**src/common/asds_pkg.sv**
```systemverilog
// Shared constants and types for the conversion sequence and diagnostic select block.
// Assumes a 16-bit register port and a converter that pulses done once per conversion.
package asds_pkg;

   // Register port geometry
   localparam int ADDR_W = 8;
   localparam int DATA_W = 16;

   // Register offsets
   localparam logic [7:0] ADDR_CONV_CONTROL = 8'h23;
   localparam logic [7:0] ADDR_DIAG_SOURCE_SELECT = 8'h24;
   localparam logic [7:0] ADDR_SEQ_STATUS = 8'h30;

   // Reset values
   localparam logic [15:0] CONV_CONTROL_RESET = 16'h0000;
   localparam logic [15:0] DIAG_SOURCE_SELECT_RESET = 16'h0000;

   // Conversion control fields
   localparam logic [15:0] CONV_CONTROL_WRITE_MASK = 16'h07ff;
   localparam int CTRL_REJECT_BIT = 10;
   localparam int CTRL_SEQ_LSB = 8;
   localparam int CTRL_SEQ_W = 2;
   localparam int CTRL_ENABLE_LSB = 0;
   localparam int CTRL_ENABLE_W = 8;
   localparam int INPUT_A_ENABLE_BIT = 0;
   localparam int INPUT_D_ENABLE_BIT = 3;
   localparam int DIAG_SLOT0_ENABLE_BIT = 4;
   localparam int DIAG_SLOT2_ENABLE_BIT = 6;

   // Diagnostic source select fields
   localparam int SEL_W = 4;
   localparam int SLOT0_SOURCE_LSB = 0;
   localparam int SLOT1_SOURCE_LSB = 4;
   localparam int SLOT2_SOURCE_LSB = 8;
   localparam int SLOT3_SOURCE_LSB = 12;
   localparam int NUM_DIAG_SLOTS = 4;

   // Sequence status fields
   localparam int STAT_BUSY_BIT = 0;
   localparam int STAT_STOP_BIT = 1;
   localparam int STAT_SLOT_LSB = 2;

   // Slot numbering: inputs A to D are 0 to 3, diagnostic slots 0 to 3 are 4 to 7
   localparam int NUM_SLOTS = 8;
   localparam int SLOT_W = 3;
   localparam logic [2:0] LAST_SLOT = 3'h7;

   // Diagnostic source codes
   localparam int NUM_SOURCES = 14;
   localparam logic [3:0] SRC_ANALOG_GROUND = 4'h0;
   localparam logic [3:0] SRC_TEMP_SENSOR = 4'h1;
   localparam logic [3:0] SRC_ANALOG_SUPPLY = 4'h2;
   localparam logic [3:0] SRC_NEGATIVE_PUMP_RAIL = 4'h3;
   localparam logic [3:0] SRC_REFERENCE_OUTPUT = 4'h4;
   localparam logic [3:0] SRC_ANALOG_REGULATOR_5V = 4'h5;
   localparam logic [3:0] SRC_ANALOG_REGULATOR_1V8 = 4'h6;
   localparam logic [3:0] SRC_DIGITAL_REGULATOR_1V8 = 4'h7;
   localparam logic [3:0] SRC_DIGITAL_CORE_SUPPLY = 4'h8;
   localparam logic [3:0] SRC_INTERFACE_SUPPLY = 4'h9;
   localparam logic [3:0] SRC_SENSE_A = 4'ha;
   localparam logic [3:0] SRC_SENSE_B = 4'hb;
   localparam logic [3:0] SRC_SENSE_C = 4'hc;
   localparam logic [3:0] SRC_SENSE_D = 4'hd;
   localparam logic [13:0] ROUTE_GROUND = 14'h0001;

   typedef enum logic [1:0] {
      SEQ_IDLE = 2'b00,
      SEQ_SINGLE = 2'b01,
      SEQ_CONTINUOUS = 2'b10,
      SEQ_POWER_DOWN = 2'b11
   } asds_seq_type;

   typedef struct packed {
      logic [ADDR_W-1:0] addr;
      logic [DATA_W-1:0] wdata;
      logic wr;
      logic rd;
   } asds_bus_req_type;

   typedef struct packed {
      logic start;
      logic [SLOT_W-1:0] slot;
      logic [NUM_SOURCES-1:0] route;
   } asds_conv_cmd_type;

endpackage

```
**src/hw/asds_slot_decode.sv**
```systemverilog
// Decoder from one diagnostic selector code to a one-hot analog mux route.
// Assumes the selector is a stable register; output is combinational.
`timescale 1ns/1ps
module asds_slot_decode #(
   parameter int SW = asds_pkg::SEL_W,
   parameter int NS = asds_pkg::NUM_SOURCES
) (
   input wire logic [SW-1:0] sel,
   output logic [NS-1:0] route
);
   import asds_pkg::*;

   always_comb begin
      route = '0;
      case (sel)
         SRC_ANALOG_GROUND: route[SRC_ANALOG_GROUND] = 1'b1;
         SRC_TEMP_SENSOR: route[SRC_TEMP_SENSOR] = 1'b1;
         SRC_ANALOG_SUPPLY: route[SRC_ANALOG_SUPPLY] = 1'b1;
         SRC_NEGATIVE_PUMP_RAIL: route[SRC_NEGATIVE_PUMP_RAIL] = 1'b1;
         SRC_REFERENCE_OUTPUT: route[SRC_REFERENCE_OUTPUT] = 1'b1;
         SRC_ANALOG_REGULATOR_5V: route[SRC_ANALOG_REGULATOR_5V] = 1'b1;
         SRC_ANALOG_REGULATOR_1V8: route[SRC_ANALOG_REGULATOR_1V8] = 1'b1;
         SRC_DIGITAL_REGULATOR_1V8: route[SRC_DIGITAL_REGULATOR_1V8] = 1'b1;
         SRC_DIGITAL_CORE_SUPPLY: route[SRC_DIGITAL_CORE_SUPPLY] = 1'b1;
         SRC_INTERFACE_SUPPLY: route[SRC_INTERFACE_SUPPLY] = 1'b1;
         SRC_SENSE_A: route[SRC_SENSE_A] = 1'b1;
         SRC_SENSE_B: route[SRC_SENSE_B] = 1'b1;
         SRC_SENSE_C: route[SRC_SENSE_C] = 1'b1;
         SRC_SENSE_D: route[SRC_SENSE_D] = 1'b1;
         default: route[SRC_ANALOG_GROUND] = 1'b1;
      endcase
   end

endmodule

```
**src/hw/asds_top.sv**
```systemverilog
// Conversion sequencer control with per-slot enables and diagnostic source routing.
// Assumes a single converter that takes one start pulse and answers with one done pulse.
//
// The implementer's own choice: the address-and-strobe port.
`timescale 1ns/1ps

// How it works
// Diagnostic slots 2, 1, 0 convert only when control bits 6, 5, 4 are set.
// Inputs D, C, B, A convert only when control bits 3 to 0 are set.
// Source select register at 0x24, reset 0x0000, four 4-bit selectors.
// Bits 15:12 pick the source of diagnostic slot 3, result bit 3.
// Codes 0 to 4: ground, temperature, analog supply, pump rail, reference.
// Codes 5 to 9: regulators 5V, 1V8 analog, 1V8 digital, core, interface supply.
// Codes 10 to 13 pick the low-side sense pin of input A to D.
// Codes 14 and 15 fall back to analog ground.
// Bits 11:8 pick the source of diagnostic slot 2, same codes.
// Bits 7:4 and 3:0 pick the sources of slots 1 and 0.
// Sequence code 01 converts each enabled slot once, then stops.
// Software keeps enables still during a continuous run, code 10.
// A changed selector affects only the next conversion of that slot.
module asds_top (
   input wire logic clock,
   input wire logic rst_n,
   input wire asds_pkg::asds_bus_req_type bus_req,
   output logic [asds_pkg::DATA_W-1:0] rd_data,
   input wire logic conv_done,
   output asds_pkg::asds_conv_cmd_type conv_cmd,
   output logic rejection_enable,
   output logic power_down,
   output logic seq_busy
);
   import asds_pkg::*;

   typedef enum logic [2:0] {
      ST_IDLE = 3'b001,
      ST_PICK = 3'b010,
      ST_CONVERT = 3'b100
   } asds_state_type;

   asds_state_type state;
   logic [DATA_W-1:0] conv_control;
   logic [DATA_W-1:0] diag_source_select;
   logic [SLOT_W-1:0] slot_index;
   logic [NUM_SLOTS-1:0] run_enable;
   logic stop_req;
   logic [NUM_DIAG_SLOTS-1:0][NUM_SOURCES-1:0] slot_route;

   logic ctrl_write;
   logic select_write;
   asds_seq_type new_seq;
   logic start_req;
   logic stop_write;
   logic continuous;
   logic last_slot;
   logic launch;
   logic [SLOT_W-1:0] next_slot;

   // Bus decode
   assign ctrl_write = bus_req.wr && (bus_req.addr == ADDR_CONV_CONTROL);
   assign select_write = bus_req.wr && (bus_req.addr == ADDR_DIAG_SOURCE_SELECT);
   assign new_seq = asds_seq_type'(bus_req.wdata[CTRL_SEQ_LSB +: CTRL_SEQ_W]);

   // Starts are taken only when the sequencer is idle
   assign start_req = ctrl_write && (state == ST_IDLE) &&
                      ((new_seq == SEQ_SINGLE) || (new_seq == SEQ_CONTINUOUS));
   assign stop_write = ctrl_write && ((new_seq == SEQ_IDLE) || (new_seq == SEQ_POWER_DOWN));
   assign continuous = (conv_control[CTRL_SEQ_LSB +: CTRL_SEQ_W] == SEQ_CONTINUOUS);
   assign last_slot = (slot_index == LAST_SLOT);
   assign next_slot = slot_index + 3'h1;
   assign launch = (state == ST_PICK) && !stop_req && run_enable[slot_index];

   // Conversion control register
   always_ff @(posedge clock or negedge rst_n) begin
      if (!rst_n) begin
         conv_control <= CONV_CONTROL_RESET;
      end else if (ctrl_write) begin
         conv_control <= bus_req.wdata & CONV_CONTROL_WRITE_MASK;
      end
   end

   // Side outputs mirroring the control register
   always_ff @(posedge clock or negedge rst_n) begin
      if (!rst_n) begin
         rejection_enable <= 1'b0;
         power_down <= 1'b0;
      end else if (ctrl_write) begin
         rejection_enable <= bus_req.wdata[CTRL_REJECT_BIT];
         power_down <= (new_seq == SEQ_POWER_DOWN);
      end
   end

   // Diagnostic source select register
   always_ff @(posedge clock or negedge rst_n) begin
      if (!rst_n) begin
         diag_source_select <= DIAG_SOURCE_SELECT_RESET;
      end else if (select_write) begin
         diag_source_select <= bus_req.wdata;
      end
   end

   // One decoder per diagnostic slot
   for (genvar g = 0; g < NUM_DIAG_SLOTS; g++) begin : gen_decode
      asds_slot_decode #(
         .SW(SEL_W),
         .NS(NUM_SOURCES)
      ) u_decode (
         .sel(diag_source_select[g*SEL_W +: SEL_W]),
         .route(slot_route[g])
      );
   end

   // Stop request; a stop write sets it outside idle, and idle clears it and ignores a stop write
   always_ff @(posedge clock or negedge rst_n) begin
      if (!rst_n) begin
         stop_req <= 1'b0;
      end else if (stop_write && (state != ST_IDLE)) begin
         stop_req <= 1'b1;
      end else if (state == ST_IDLE) begin
         stop_req <= 1'b0;
      end
   end

   // Sequencer
   always_ff @(posedge clock or negedge rst_n) begin
      if (!rst_n) begin
         state <= ST_IDLE;
         slot_index <= '0;
         run_enable <= '0;
         seq_busy <= 1'b0;
      end else begin
         case (state)
            ST_IDLE: begin
               if (start_req) begin
                  state <= ST_PICK;
                  slot_index <= '0;
                  // Enables are frozen for the whole run
                  run_enable <= bus_req.wdata[CTRL_ENABLE_LSB +: CTRL_ENABLE_W];
                  seq_busy <= 1'b1;
               end
            end
            ST_PICK: begin
               if (stop_req) begin
                  state <= ST_IDLE;
                  seq_busy <= 1'b0;
               end else if (run_enable[slot_index]) begin
                  state <= ST_CONVERT;
               end else if (!last_slot) begin
                  slot_index <= next_slot;
               end else if (continuous) begin
                  slot_index <= '0;
               end else begin
                  state <= ST_IDLE;
                  seq_busy <= 1'b0;
               end
            end
            ST_CONVERT: begin
               if (conv_done) begin
                  if (stop_req) begin
                     state <= ST_IDLE;
                     seq_busy <= 1'b0;
                  end else if (!last_slot) begin
                     state <= ST_PICK;
                     slot_index <= next_slot;
                  end else if (continuous) begin
                     state <= ST_PICK;
                     slot_index <= '0;
                  end else begin
                     state <= ST_IDLE;
                     seq_busy <= 1'b0;
                  end
               end
            end
            default: begin
               state <= ST_IDLE;
               seq_busy <= 1'b0;
            end
         endcase
      end
   end

   // Converter command; route is latched at launch and held through the conversion
   always_ff @(posedge clock or negedge rst_n) begin
      if (!rst_n) begin
         conv_cmd <= '0;
      end else begin
         conv_cmd.start <= launch;
         if (launch) begin
            conv_cmd.slot <= slot_index;
            if (slot_index[2]) begin
               conv_cmd.route <= slot_route[slot_index[1:0]];
            end else begin
               conv_cmd.route <= '0;
            end
         end
      end
   end

   // Read data, valid in the cycle after the read strobe only
   always_ff @(posedge clock or negedge rst_n) begin
      if (!rst_n) begin
         rd_data <= '0;
      end else begin
         rd_data <= '0;
         if (bus_req.rd) begin
            case (bus_req.addr)
               ADDR_CONV_CONTROL: rd_data <= conv_control;
               ADDR_DIAG_SOURCE_SELECT: rd_data <= diag_source_select;
               ADDR_SEQ_STATUS: begin
                  rd_data[STAT_BUSY_BIT] <= seq_busy;
                  rd_data[STAT_STOP_BIT] <= stop_req;
                  rd_data[STAT_SLOT_LSB +: SLOT_W] <= slot_index;
               end
               default: rd_data <= '0;
            endcase
         end
      end
   end

   // Reference decode for checking
   function automatic logic [NUM_SOURCES-1:0] ref_route(input logic [SEL_W-1:0] code);
      logic [NUM_SOURCES-1:0] r;
      r = ROUTE_GROUND;
      if (code < 4'he) begin
         r = 14'h0001 << code;
      end
      return r;
   endfunction

   AST_DIAG_ENABLE_GATE:
   assert property (@(posedge clock) disable iff (!rst_n)
      (conv_cmd.start && conv_cmd.slot[2]) |-> run_enable[conv_cmd.slot] && seq_busy)
      else $error("diagnostic slot converted while its enable was clear");

   AST_INPUT_ENABLE_GATE:
   assert property (@(posedge clock) disable iff (!rst_n)
      (start_req && !bus_req.wdata[INPUT_A_ENABLE_BIT]) |=>
         (!(conv_cmd.start && conv_cmd.slot == 3'h0)) [*8])
      else $error("input A converted while its enable was clear");

   AST_SELECT_READBACK:
   assert property (@(posedge clock) disable iff (!rst_n)
      (bus_req.rd && bus_req.addr == ADDR_DIAG_SOURCE_SELECT) |=>
         rd_data == $past(diag_source_select))
      else $error("source select readback mismatch");

   AST_SLOT3_ROUTE:
   assert property (@(posedge clock) disable iff (!rst_n)
      (launch && slot_index == 3'h7) |=>
         conv_cmd.start && conv_cmd.route == ref_route($past(diag_source_select[15:12])))
      else $error("slot 3 route does not follow bits 15:12");

   AST_SENSE_PIN_ROUTE:
   assert property (@(posedge clock) disable iff (!rst_n)
      (launch && slot_index[2] && diag_source_select[slot_index[1:0]*4 +: 4] == SRC_SENSE_C) |=>
         conv_cmd.route == 14'h1000)
      else $error("sense pin C code routed wrongly");

   AST_UNDEFINED_GROUND:
   assert property (@(posedge clock) disable iff (!rst_n)
      (launch && slot_index[2] && diag_source_select[slot_index[1:0]*4 +: 4] >= 4'he) |=>
         conv_cmd.route == ROUTE_GROUND)
      else $error("undefined code did not route to ground");

   AST_SLOT2_ROUTE:
   assert property (@(posedge clock) disable iff (!rst_n)
      (launch && slot_index == 3'h6) |=>
         conv_cmd.route == ref_route($past(diag_source_select[11:8])))
      else $error("slot 2 route does not follow bits 11:8");

   AST_SLOT1_0_ROUTE:
   assert property (@(posedge clock) disable iff (!rst_n)
      (launch && (slot_index == 3'h5 || slot_index == 3'h4)) |=>
         conv_cmd.route == ref_route(slot_index[0] ? $past(diag_source_select[7:4])
                                                   : $past(diag_source_select[3:0])))
      else $error("slot 1 or 0 route does not follow its selector");

   AST_SINGLE_PASS_END:
   assert property (@(posedge clock) disable iff (!rst_n)
      (state == ST_CONVERT && conv_done && last_slot && !continuous) |=>
         state == ST_IDLE && !seq_busy)
      else $error("single sequence did not end after last slot");

   AST_ENABLES_FROZEN:
   assert property (@(posedge clock) disable iff (!rst_n)
      (seq_busy && $past(seq_busy)) |-> $stable(run_enable))
      else $error("enable snapshot changed during a run");

   AST_ROUTE_HELD:
   assert property (@(posedge clock) disable iff (!rst_n)
      (state == ST_CONVERT && !conv_done) |=> $stable(conv_cmd.route) && !conv_cmd.start)
      else $error("route changed during a conversion");

   AST_START_ONE_CYCLE:
   assert property (@(posedge clock) disable iff (!rst_n)
      conv_cmd.start |=> !conv_cmd.start)
      else $error("converter start lasted more than one cycle");

   AST_START_ACCEPTED:
   assert property (@(posedge clock) disable iff (!rst_n)
      start_req |=> seq_busy && state == ST_PICK && slot_index == 3'h0)
      else $error("start write did not begin a sequence at slot 0");

   AST_INPUT_ROUTE_ZERO:
   assert property (@(posedge clock) disable iff (!rst_n)
      (launch && !slot_index[2]) |=> conv_cmd.route == 14'h0000)
      else $error("input slot carried a diagnostic route");

   AST_ROUTE_ONE_HOT:
   assert property (@(posedge clock) disable iff (!rst_n)
      (conv_cmd.start && conv_cmd.slot[2]) |-> $onehot(conv_cmd.route))
      else $error("diagnostic route is not one-hot");

   AST_SELECT_WRITE:
   assert property (@(posedge clock) disable iff (!rst_n)
      select_write |=> diag_source_select == $past(bus_req.wdata))
      else $error("source select write did not land");

   AST_CONTROL_READBACK:
   assert property (@(posedge clock) disable iff (!rst_n)
      (bus_req.rd && bus_req.addr == ADDR_CONV_CONTROL) |=> rd_data == $past(conv_control))
      else $error("control readback mismatch");

   AST_STATUS_READ:
   assert property (@(posedge clock) disable iff (!rst_n)
      (bus_req.rd && bus_req.addr == ADDR_SEQ_STATUS) |=>
         rd_data[STAT_BUSY_BIT] == $past(seq_busy) && rd_data[STAT_SLOT_LSB +: SLOT_W] == $past(slot_index))
      else $error("status readback mismatch");

   AST_BUSY_WRITE_IGNORED:
   assert property (@(posedge clock) disable iff (!rst_n)
      (ctrl_write && seq_busy) |=> $stable(run_enable))
      else $error("control write during a run changed the enable snapshot");

   AST_CONTINUOUS_WRAP:
   assert property (@(posedge clock) disable iff (!rst_n)
      (state == ST_CONVERT && conv_done && last_slot && continuous && !stop_req) |=>
         state == ST_PICK && slot_index == 3'h0)
      else $error("continuous sequence did not wrap to slot 0");

   AST_STOP_ENDS_RUN:
   assert property (@(posedge clock) disable iff (!rst_n)
      (state == ST_CONVERT && conv_done && stop_req) |=> state == ST_IDLE && !seq_busy)
      else $error("stop did not end the sequence after the conversion");

endmodule

```
**config.mk**
```make
export PLATFORM = sky130hd
export DESIGN_NAME = asds_top
export DESIGN_NICKNAME = d
export VERILOG_FILES = /design/src/common/asds_pkg.sv /design/src/hw/asds_slot_decode.sv /design/src/hw/asds_top.sv
export SDC_FILE = /design/constraint.sdc
export NUM_CORES = 1
export LEC_CHECK = 0
export BUFFER_PORTS_ARGS = -buffer_cell sky130_fd_sc_hd__buf_2
export CAP_MARGIN = 20
export CORE_MARGIN = 2
export CORE_UTILIZATION = 50
export CTS_BUF_LIST = sky130_fd_sc_hd__clkbuf_2 sky130_fd_sc_hd__clkbuf_4 sky130_fd_sc_hd__clkbuf_8
export DETAILED_ROUTE_END_ITERATION = 12
export MAX_ROUTING_LAYER = met4
export PLACE_DENSITY = 0.8
export SLEW_MARGIN = 20
export SYNTH_ARGS = -nofsm -noshare
export SYNTH_HDL_FRONTEND = slang
export SYNTH_SLANG_ARGS = --single-unit
```
**constraint.sdc**
```tcl
create_clock -name clock -period 3.2 [get_ports clock]
set_input_delay 0.64 -clock clock [delete_from_list [all_inputs] [get_ports clock]]
set_output_delay 0.64 -clock clock [all_outputs]
set_load 0.05 [all_outputs]
```
==> impl_metrics.tcl, run 1 <==
set metrics [dict create \
    status "completed" \
    clock_sinks 78 \
    ys_ff_latch 78 \
    ys_seq_area_share_pct 50.47 \
    avgRoutedWirePerCell_um 17.30 \
    clockBufferDepth 2 \
    syn_nets 386 \
    yosysTopAreaCell "dfrtp_1" \
    design_area_um2 4507 \
    cts_made_buffers 9 \
    max_cap_violations 0 \
    drt-pass1-iter-count 4 \
    routed-via-count 3079 \
    diodes 0 \
    clk_pin_slew_ns 0.08 \
    grt_pass1_wl_um 15070 \
    rows 32 \
    die_y_um 91.98 \
    crit_family "simple AND/OR/NAND/NOR gates" \
    synthesis.area_um2 3870 \
    p_per_area_nw_per_um2 467.4 \
    fill_cells 658 \
    finalWirelength_um 9030 \
    port-buffer-count 65 \
    drt_iter0_drc 199 \
    setup_violations 0 \
    max_freq_ghz 0.4065 \
    synthFlopType "dfrtp_1" \
    finalMaxSlewViolations 0 \
    clock_latency_ns 0.36 \
    cp.required_ns 3.44 \
    cts_setup_buffers 0 \
    fin_cells 522 \
    cts_tree "built" \
    utilization_pct 59.24 \
    synthMostInstantiatedCell "dfrtp_1" \
    cpMaxStageDelayCell "or4b_1" \
    fp.coreArea_um2 7607 \
    ioPinCount 66 \
    hold_path.class "input port to async pin" \
    drive_gt1_share_pct 33.33 \
    netlist_top_cells_count "77 x dfrtp_1, 38 x mux2_2, 30 x nand2_1" \
    period_minus_slack_ns 2.460 \
    final_nets 447 \
    synth_edf_count 0 \
    worst-slew-pin-transition_ns 0.9527 \
    routed_via_density 5.898 \
    crit_path_end_kind "flop" \
    yosys_warnings 0 \
    syn2layout_area_growth_pct 16.46 \
    setup-tns-final_ns 0 \
    dieArea_um2 8459 \
    synth_top_area_share_pct 49.79 \
    worstPathCellList "buf_2 -> or4b_1 -> or3b_1 -> o21ai_2 -> a32oi_2 -> mux2_4" \
    ctsHoldBuffers 0 \
    cts_resized 0 \
    crit_type "input port to flop" \
    leakage_nw 2.128 \
    initial_core_util_pct 50.87 \
    grt_max_degree 79 \
    postSynthAreaPerCell_um2 10.93 \
    worst-path-buf-inv 1 \
    start_kind "input port" \
    drt_drc_violations_left 0 \
    r2r-start "slot_index[1]" \
    routabilityCongestion 0.9532 \
    hold_violations 0 \
    ctsHtreeMaxLevel 3 \
    cts_root_buffer "clkbuf_8" \
    holdWs_ns 0.4172 \
    dp.cells 506 \
    syn_inst 354 \
    track_usage_pct 23.36 \
    irDropWorstVdd_mv 0.2667 \
    placed_cell_area_um2 4287 \
    crit_path_max_fanout 9 \
    arrival_ns 2.70 \
    skew_ns 0.01233 \
    async_flop_share_pct 100.0 \
    dp_hpwl_um 6608 \
    grt-ovfl-total 0 \
    cpPeakStageDelay_ns 0.67 \
    grt_pass1_vias 2984 \
    rsz0062_at_grt "no" \
    startpoint "bus_req[22]" \
    antenna_found_initial 0 \
    netlist_top_cells_area "dfrtp_1 50%, mux2_2 11%, o221ai_1 5.9%" \
    period_share_pct 76.88 \
    ant_nets 0 \
    dieWidth_um 91.98 \
    slew_headroom_pct 36.48 \
    synth.distinct_cells 50 \
]
## per-layer routing
metal  global-route usage (%)  part of all wire [%]
met3                    5.259                   4.4
met4                    5.970                   1.8
met2                    37.01                    49
met1                    30.82                    45
met5                        -                     0
## cell usage in the layout, fill, tap and decap left out, types with 7 or more instances in the layout
master,instances
a22oi_1,11
nand2b_1,10
nand2_1,30
nand3_1,22
inv_1,7
o221ai_1,26
buf_4,7
o21ai_0,12
nor2_1,15
buf_2,64
nand3b_1,7
dfrtp_1,77
mux2_2,38
nor2b_1,8
clkbuf_8,9
## worst paths after layout
kind,end,slack (ns),cells past startpoint
worst min register to register,conv_cmd[2],0.48,2
max in group asynchronous,conv_control[2],2.15,1
worst max register to register,slot_index[0],0.79,5
worst max-delay path,slot_index[0],0.74,6
worst min-delay path,rd_data[2],0.42,1
min in group clock,conv_cmd[2],0.48,2
## power breakdown
part | internal (mW) | total, mW | switching, mW
clock | 0.442 | 0.818 | 0.376
combinational | 0.0903 | 0.222 | 0.132
sequential | 1.02 | 1.07 | 0.0508
## registers in the layout, indices dropped and copies added (netlist names)
signal              flops
conv_control           10
seq_busy                1
state                   3
stop_req                1
run_enable              8
slot_index              3
rd_data                16
conv_cmd               18
power_down              1
rejection_enable        1
diag_source_select     16
## layout make-up
cell class / instances / area (um2) / area share [%]
inverter: 7 / 26.28 / 0.5830
clock inverter: 7 / 96.34 / 2.138
multi-input combinational: 248 / 1807 / 40.09
clock buffer: 9 / 123.9 / 2.748
timing repair buffer: 71 / 372.9 / 8.273
sequential: 78 / 1953 / 43.34
tap: 102 / 127.6 / 2.832
## worst reg2reg max path, stage by stage, from the launching register on
cell and delay, ns:
dfrtp_1 0.80, inv_1 0.43, nand3_1 0.23, nand3_1 0.14, a32oi_2 0.37, mux2_4 0.33
## stage by stage
step / setup WS (ns) / power (mW)
floorplan: 0.6999 / 1.220
global placement: 0.4321 / 1.301
detailed placement: 0.3848 / 1.307
CTS: 0.7518 / 2.119
global route: 0.5854 / 2.199
finish: 0.7400 / 2.107
## cells by family (layout without fill, tap and decap cells)
kind of cell               Yosys count  in the layout  synth area share (%)
and+or+nand+nor                    123            123                 17.52
DFF                                 78             78                 50.47
AOI/OAI and AO/OA                   76             76                 14.94
muxes                               45             45                 13.03
buffers and inverters               28             94                 2.845
adders and majority gates            3              3                0.9700
xor gates and xnor gates             1              1                0.2264
Note: power is estimated with default switching activity, not from simulation.
==> run 2, diff against run 1 <==
--- a/config.mk
+++ b/config.mk
@@ -5,6 +5,7 @@
 export SDC_FILE = /design/constraint.sdc
 export NUM_CORES = 1
 export LEC_CHECK = 0
+export ABC_AREA = 1
 export BUFFER_PORTS_ARGS = -buffer_cell sky130_fd_sc_hd__buf_2
 export CAP_MARGIN = 20
 export CORE_MARGIN = 2
@@ -12,7 +13,7 @@
 export CTS_BUF_LIST = sky130_fd_sc_hd__clkbuf_2 sky130_fd_sc_hd__clkbuf_4 sky130_fd_sc_hd__clkbuf_8
 export DETAILED_ROUTE_END_ITERATION = 12
 export MAX_ROUTING_LAYER = met4
-export PLACE_DENSITY = 0.8
+export PLACE_DENSITY = 0.83
 export SLEW_MARGIN = 20
 export SYNTH_ARGS = -nofsm -noshare
 export SYNTH_HDL_FRONTEND = slang
==> constraint.sdc (replaced) <==
create_clock -name clock -period 2.1 [get_ports clock]
set_input_delay 0.42 -clock clock [delete_from_list [all_inputs] [get_ports clock]]
set_output_delay 0.42 -clock clock [all_outputs]
set_load 0.05 [all_outputs]
==> impl_metrics.tcl, run 2 <==
set metrics [dict create \
    status "finished with violations" \
    violations "negative hold slack" \
    dieArea_um2 8795 \
    max_cap_violations 0 \
    crit_path_max_fanout 10 \
    largest_reg_flops 18 \
    syn2layout_area_growth_pct 15.15 \
    cts_root_buffer "clkbuf_8" \
    crit_path_end_kind "flop" \
    fin_cells 694 \
    max_freq_ghz 0.5320 \
    top_regs "conv_cmd (18), diag_source_select (16), rd_data (16)" \
    clock_latency_ns 0.36 \
    drt-pass1-iter-count 5 \
    grt_pass1_wl_um 17050 \
    clock_sinks 78 \
    synthesis.area_um2 4030 \
    worstPathCellList "ha_1 -> ha_1 -> nand2_1 -> nand2_1 -> nand2_1 -> o21ai_0 -> inv_1 -> nand2_1 -> o21ai_1 -> nand2_1" \
    yosys_warnings 0 \
    period_minus_slack_ns 1.880 \
    crit_family "flip-flops" \
    synth.distinct_cells 33 \
    grt-ovfl-total 0 \
    arrival_ns 2.12 \
    finalMaxSlewViolations 0 \
    setup-tns-final_ns 0 \
    postSynthAreaPerCell_um2 7.750 \
    crit_type "flop to flop" \
    synthFlopType "dfrtp_1" \
    hold_violations 2 \
    antenna_found_initial 0 \
    routed_via_density 5.450 \
    cts_tree "built" \
    cp.required_ns 2.34 \
    routed-via-count 3782 \
    ioPinCount 66 \
    reg2regPathDepth 10 \
    cpMostUsedCell "nand2_1" \
    regMostFlops "conv_cmd" \
    clockBufferDepth 2 \
    die_y_um 93.78 \
    netlist_top_cells_area "dfrtp_1 48%, nand2_1 19%, inv_1 4.2%" \
    synth_edf_count 0 \
    hold_path.class "input port to async pin" \
    syn_inst 520 \
    ys_seq_area_share_pct 48.46 \
    setup_violations 0 \
    routabilityCongestion 0.8998 \
    dp.cells 678 \
    period_share_pct 89.50 \
    dieWidth_um 93.78 \
    cts_made_buffers 9 \
    start_kind "flop" \
    placed_cell_area_um2 4437 \
    drt_drc_violations_left 0 \
    totalPowerFinal_mw 3.611 \
    design_area_um2 4641 \
    cts_resized 0 \
    skew_ns 0.01302 \
    syn_nets 552 \
    async_flop_share_pct 100.0 \
    diodes 0 \
    slew_headroom_pct 69.96 \
    cpPeakStageDelay_ns 0.52 \
    synth_top_area_share_pct 47.81 \
    netlist_top_cells_count "203 x nand2_1, 77 x dfrtp_1, 45 x inv_1" \
    drt_iter0_drc 359 \
    final_nets 619 \
    clk_pin_slew_ns 0.09 \
    p_per_area_nw_per_um2 778.2 \
    finalWirelength_um 9947 \
    ant_nets 0 \
    leakage_nw 2.553 \
    fp.coreArea_um2 7767 \
    cpMaxStageDelayCell "dfrtp_1" \
    ctsHtreeMaxLevel 3 \
    layout_commonest_cell "nand2_1" \
    grt_max_degree 45 \
    irDropWorstVdd_mv 0.6682 \
    port-buffer-count 65 \
    holdWs_ns -0.001621 \
    avgRoutedWirePerCell_um 14.33 \
    synthMostInstantiatedCell "nand2_1" \
    track_usage_pct 25.26 \
    final_cell_mix "203 x nand2_1, 77 x dfrtp_1, 64 x buf_2" \
    dp_hpwl_um 7515 \
    crit_cells 10 \
    ys_ff_latch 78 \
    ctsHoldBuffers 0 \
    drive_gt1_share_pct 20.95 \
    cts_setup_buffers 0 \
    grt_pass1_vias 3667 \
    initial_core_util_pct 51.88 \
    worst-path-buf-inv 1 \
    rsz0062_at_grt "no" \
    worst-slew-pin-transition_ns 0.4506 \
    rows 32 \
    yosysTopAreaCell "dfrtp_1" \
]
[run 2: cell count changes after synthesis, sizes merged, moves of 10 or more]
cell,previous run,this run
a21oi,4,21
o221ai,26,1
nor2,15,28
o22ai,0,26
nand2b,10,0
inv,7,51
nand3,22,33
nand2,30,220
a22oi,11,0
mux2,40,0
clkbuf,15,1
[run 2: metrics by stage]
stage / worst slack, ns / util, %
3_3_place_gp: 0.3300 / 57.12
6_report: 0.2204 / 59.75
4_1_cts: 0.2525 / 59.75
3_5_place_dp: 0.2653 / 57.12
5_1_grt: 0.05232 / 59.75
2_1_floorplan: 0.6202 / -
[run 2: cell type report]
type	instances	area (um2)
clock inverter	7	80.08
multi-input combinational	374	1758
clock buffer	9	123.9
tap	102	127.6
fill	700	3127
sequential	78	1953
inverter	52	205.2
timing repair buffer	72	392.9
[run 2: cell families after synthesis]
| logic type | share of synthesized area (%) |
|---|---|
| AND/OR/NAND/NOR | 31.57 |
| AO/OA/AOI/OAI | 11.11 |
| flip-flops | 48.46 |
| buffers and inverters | 7.916 |
| adder cells (fa/ha/maj) | 0.9315 |
[run 2: routing by layer]
metal	vias to the layer above	GRT usage, %	wire (um)
met4	0	7.126	180
met2	181	42.56	4931
li1	1803	-	-
met3	26	5.698	739
met1	1772	30.65	4096
met5	-	-	0
[run 2: final timing paths]
path / slack [ns] / from / end
setup / recovery: 0.22 / slot_index[0] / slot_index[1]
hold / removal: -0.002 / rst_n / diag_source_select[10]
setup reg to reg: 0.22 / slot_index[0] / slot_index[1]
hold reg to reg: 0.48 / conv_cmd[1] / conv_cmd[1]
max in group asynchronous: 1.44 / rst_n / state[0]
min in group clock: 0.28 / bus_req[12] / rejection_enable
[run 2: power breakdown]
part	switching, mW	internal (mW)	total (mW)
clock	0.598	0.561	1.16
sequential	0.0775	1.59	1.67
combinational	0.552	0.231	0.783
total	1.23	2.38	3.61
[run 2: worst register-to-register path: cells and delay by family (launching register included)]
family	cells	cell delay [ns]
AOI/OAI and AO/OA	2	0.24
adders and majority gates	2	0.51
buffers and inverters	1	0.06
DFF	1	0.52
and+or+nand+nor	5	0.45
==> run 3, diff against run 2 <==
--- a/config.mk
+++ b/config.mk
@@ -10,7 +10,7 @@
 export CAP_MARGIN = 20
 export CORE_MARGIN = 2
 export CORE_UTILIZATION = 50
-export CTS_BUF_LIST = sky130_fd_sc_hd__clkbuf_2 sky130_fd_sc_hd__clkbuf_4 sky130_fd_sc_hd__clkbuf_8
+export CTS_BUF_LIST = sky130_fd_sc_hd__clkbuf_4
 export DETAILED_ROUTE_END_ITERATION = 12
 export MAX_ROUTING_LAYER = met4
 export PLACE_DENSITY = 0.83
==> impl_metrics.tcl, run 3 (synthesized netlist as in run 2, its figures left out) <==
set metrics [dict create \
    grt_max_degree 45 \
    final_nets 620 \
    leakage_nw 2.534 \
    status "completed" \
    crit_family "flip-flops" \
    crit_type "flop to flop" \
    track_usage_pct 25.29 \
    syn2layout_area_growth_pct 14.00 \
    dp_slack_ns 0.2653 \
    start_kind "flop" \
    fill_cells 703 \
    routed-via-count 3758 \
    holdWs_ns 0.2031 \
    top_regs "conv_cmd (18), diag_source_select (16), rd_data (16)" \
    finalWirelength_um 9914 \
    routabilityCongestion 0.8998 \
    grt-ovfl-total 0 \
    r2r-start "slot_index[0]" \
    slew_headroom_pct 69.59 \
    hold_violations 0 \
    drt_drc_violations_left 0 \
    cpMaxStageDelayCell "dfrtp_1" \
    hold_path.class "input port to flop" \
    avgRoutedWirePerCell_um 14.26 \
    rsz0062_at_grt "no" \
    rows 32 \
    skew_ns 0.01527 \
    regMostFlops "conv_cmd" \
    p_per_area_nw_per_um2 737.1 \
    grt_pass1_vias 3662 \
    cpMostUsedCell "nand2_1" \
    drive_gt1_share_pct 20.91 \
    largest_reg_flops 18 \
    crit_path_end_kind "flop" \
    utilization_pct 59.15 \
    period_share_pct 90.34 \
    final_cell_mix "203 x nand2_1, 77 x dfrtp_1, 64 x buf_2" \
    arrival_ns 2.22 \
    drt_iter0_drc 269 \
    dp_hpwl_um 7515 \
    drt-pass1-iter-count 6 \
    ant_nets 0 \
    cts_root_buffer "clkbuf_4" \
    fp.coreArea_um2 7767 \
    worst-slew-pin-transition_ns 0.4562 \
    irDropWorstVdd_mv 0.6664 \
    diodes 0 \
    cp.required_ns 2.42 \
    grt_pass1_wl_um 17030 \
    max_freq_ghz 0.5271 \
    r2r_slack_ns 0.20 \
    ctsHtreeMaxLevel 3 \
    setup_ws_ns 0.2029 \
    min_from "bus_req[12]" \
    setup-tns-final_ns 0 \
    clockBufferDepth 2 \
    ioPinCount 66 \
    worst-path-buf-inv 1 \
    period_minus_slack_ns 1.897 \
    antenna_found_initial 0 \
    worstPathCellList "ha_1 -> ha_1 -> nand2_1 -> nand2_1 -> nand2_1 -> o21ai_0 -> inv_1 -> nand2_1 -> o21ai_1 -> nand2_1" \
    cts_made_buffers 9 \
    cts_setup_buffers 0 \
    clock_sinks 78 \
    cpPeakStageDelay_ns 0.54 \
    clock_latency_ns 0.43 \
    reg2regPathDepth 10 \
    die_y_um 93.78 \
    setup_violations 0 \
    layout_commonest_cell "nand2_1" \
    totalPowerFinal_mw 3.386 \
    port-buffer-count 65 \
    clk_pin_slew_ns 0.13 \
    hold_path_depth 3 \
    initial_core_util_pct 51.88 \
    max_cap_violations 0 \
    dieArea_um2 8795 \
    cts_tree "built" \
    routed_via_density 5.407 \
    finalMaxSlewViolations 0 \
    dieWidth_um 93.78 \
    r2r_end "slot_index[1]" \
    crit_path_max_fanout 10 \
    min_to "rejection_enable" \
]
run 3: cell types whose count changed in the layout (fill, tap and decap cells not counted), sizes merged:
cell / delta
dlygate4sd3: +1
run 3: tightest hold or removal path, delay by kind of cell:
| family | cells | cell delay (ns) |
|---|---|---|
| buffers and inverters | 1 | 0.09 |
| and+or+nand+nor | 2 | 0.10 |
run 3: per-layer routing:
layer	part of all wire (%)	up-vias	GRT usage [%]
li1	-	1804	-
met1	42	1765	30.81
met2	49	165	42.26
met3	7.4	24	5.859
met4	2.0	0	7.367
met5	0	-	-
run 3: repair_timing:
item | CTS | global route
resized for setup | 0 | 0
hold endpoints to repair | 34 | 0
hold buffers | 1 | 0
run 3: cell type report:
cell class / count / area (um2) / share of cell area (%)
sequential: 78 / 1953 / 42.51
clock buffer: 9 / 67.56 / 1.471
multi-input combinational: 374 / 1758 / 38.26
clock inverter: 7 / 80.08 / 1.743
inverter: 52 / 205.2 / 4.466
tap: 102 / 127.6 / 2.778
timing repair buffer: 73 / 402.9 / 8.769
run 3: report_power, final:
part           internal, mW  switching [mW]
Clock                 0.374           0.558
Sequential             1.59          0.0776
Combinational         0.232           0.552
run 3: metrics by stage:
stage	cell area, um2	cells
6_report	4594	695
5_1_grt	4594	695
4_1_cts	4594	695
3_3_place_gp	4437	678
3_5_place_dp	4437	678
2_1_floorplan	4030	520
run 3: worst max-delay path by stage:
stage | start | to | slack [ns] | cells after the start
3_5_place_dp | slot_index[0] | slot_index[1] | 0.27 | 10
4_1_cts | slot_index[0] | slot_index[1] | 0.25 | 10
3_3_place_gp | bus_req[25] | diag_source_select[9] | 0.33 | 10
5_1_grt | slot_index[0] | slot_index[2] | 0.05 | 10
2_1_floorplan | slot_index[0] | slot_index[0] | 0.62 | 10
6_report | slot_index[0] | slot_index[1] | 0.20 | 10
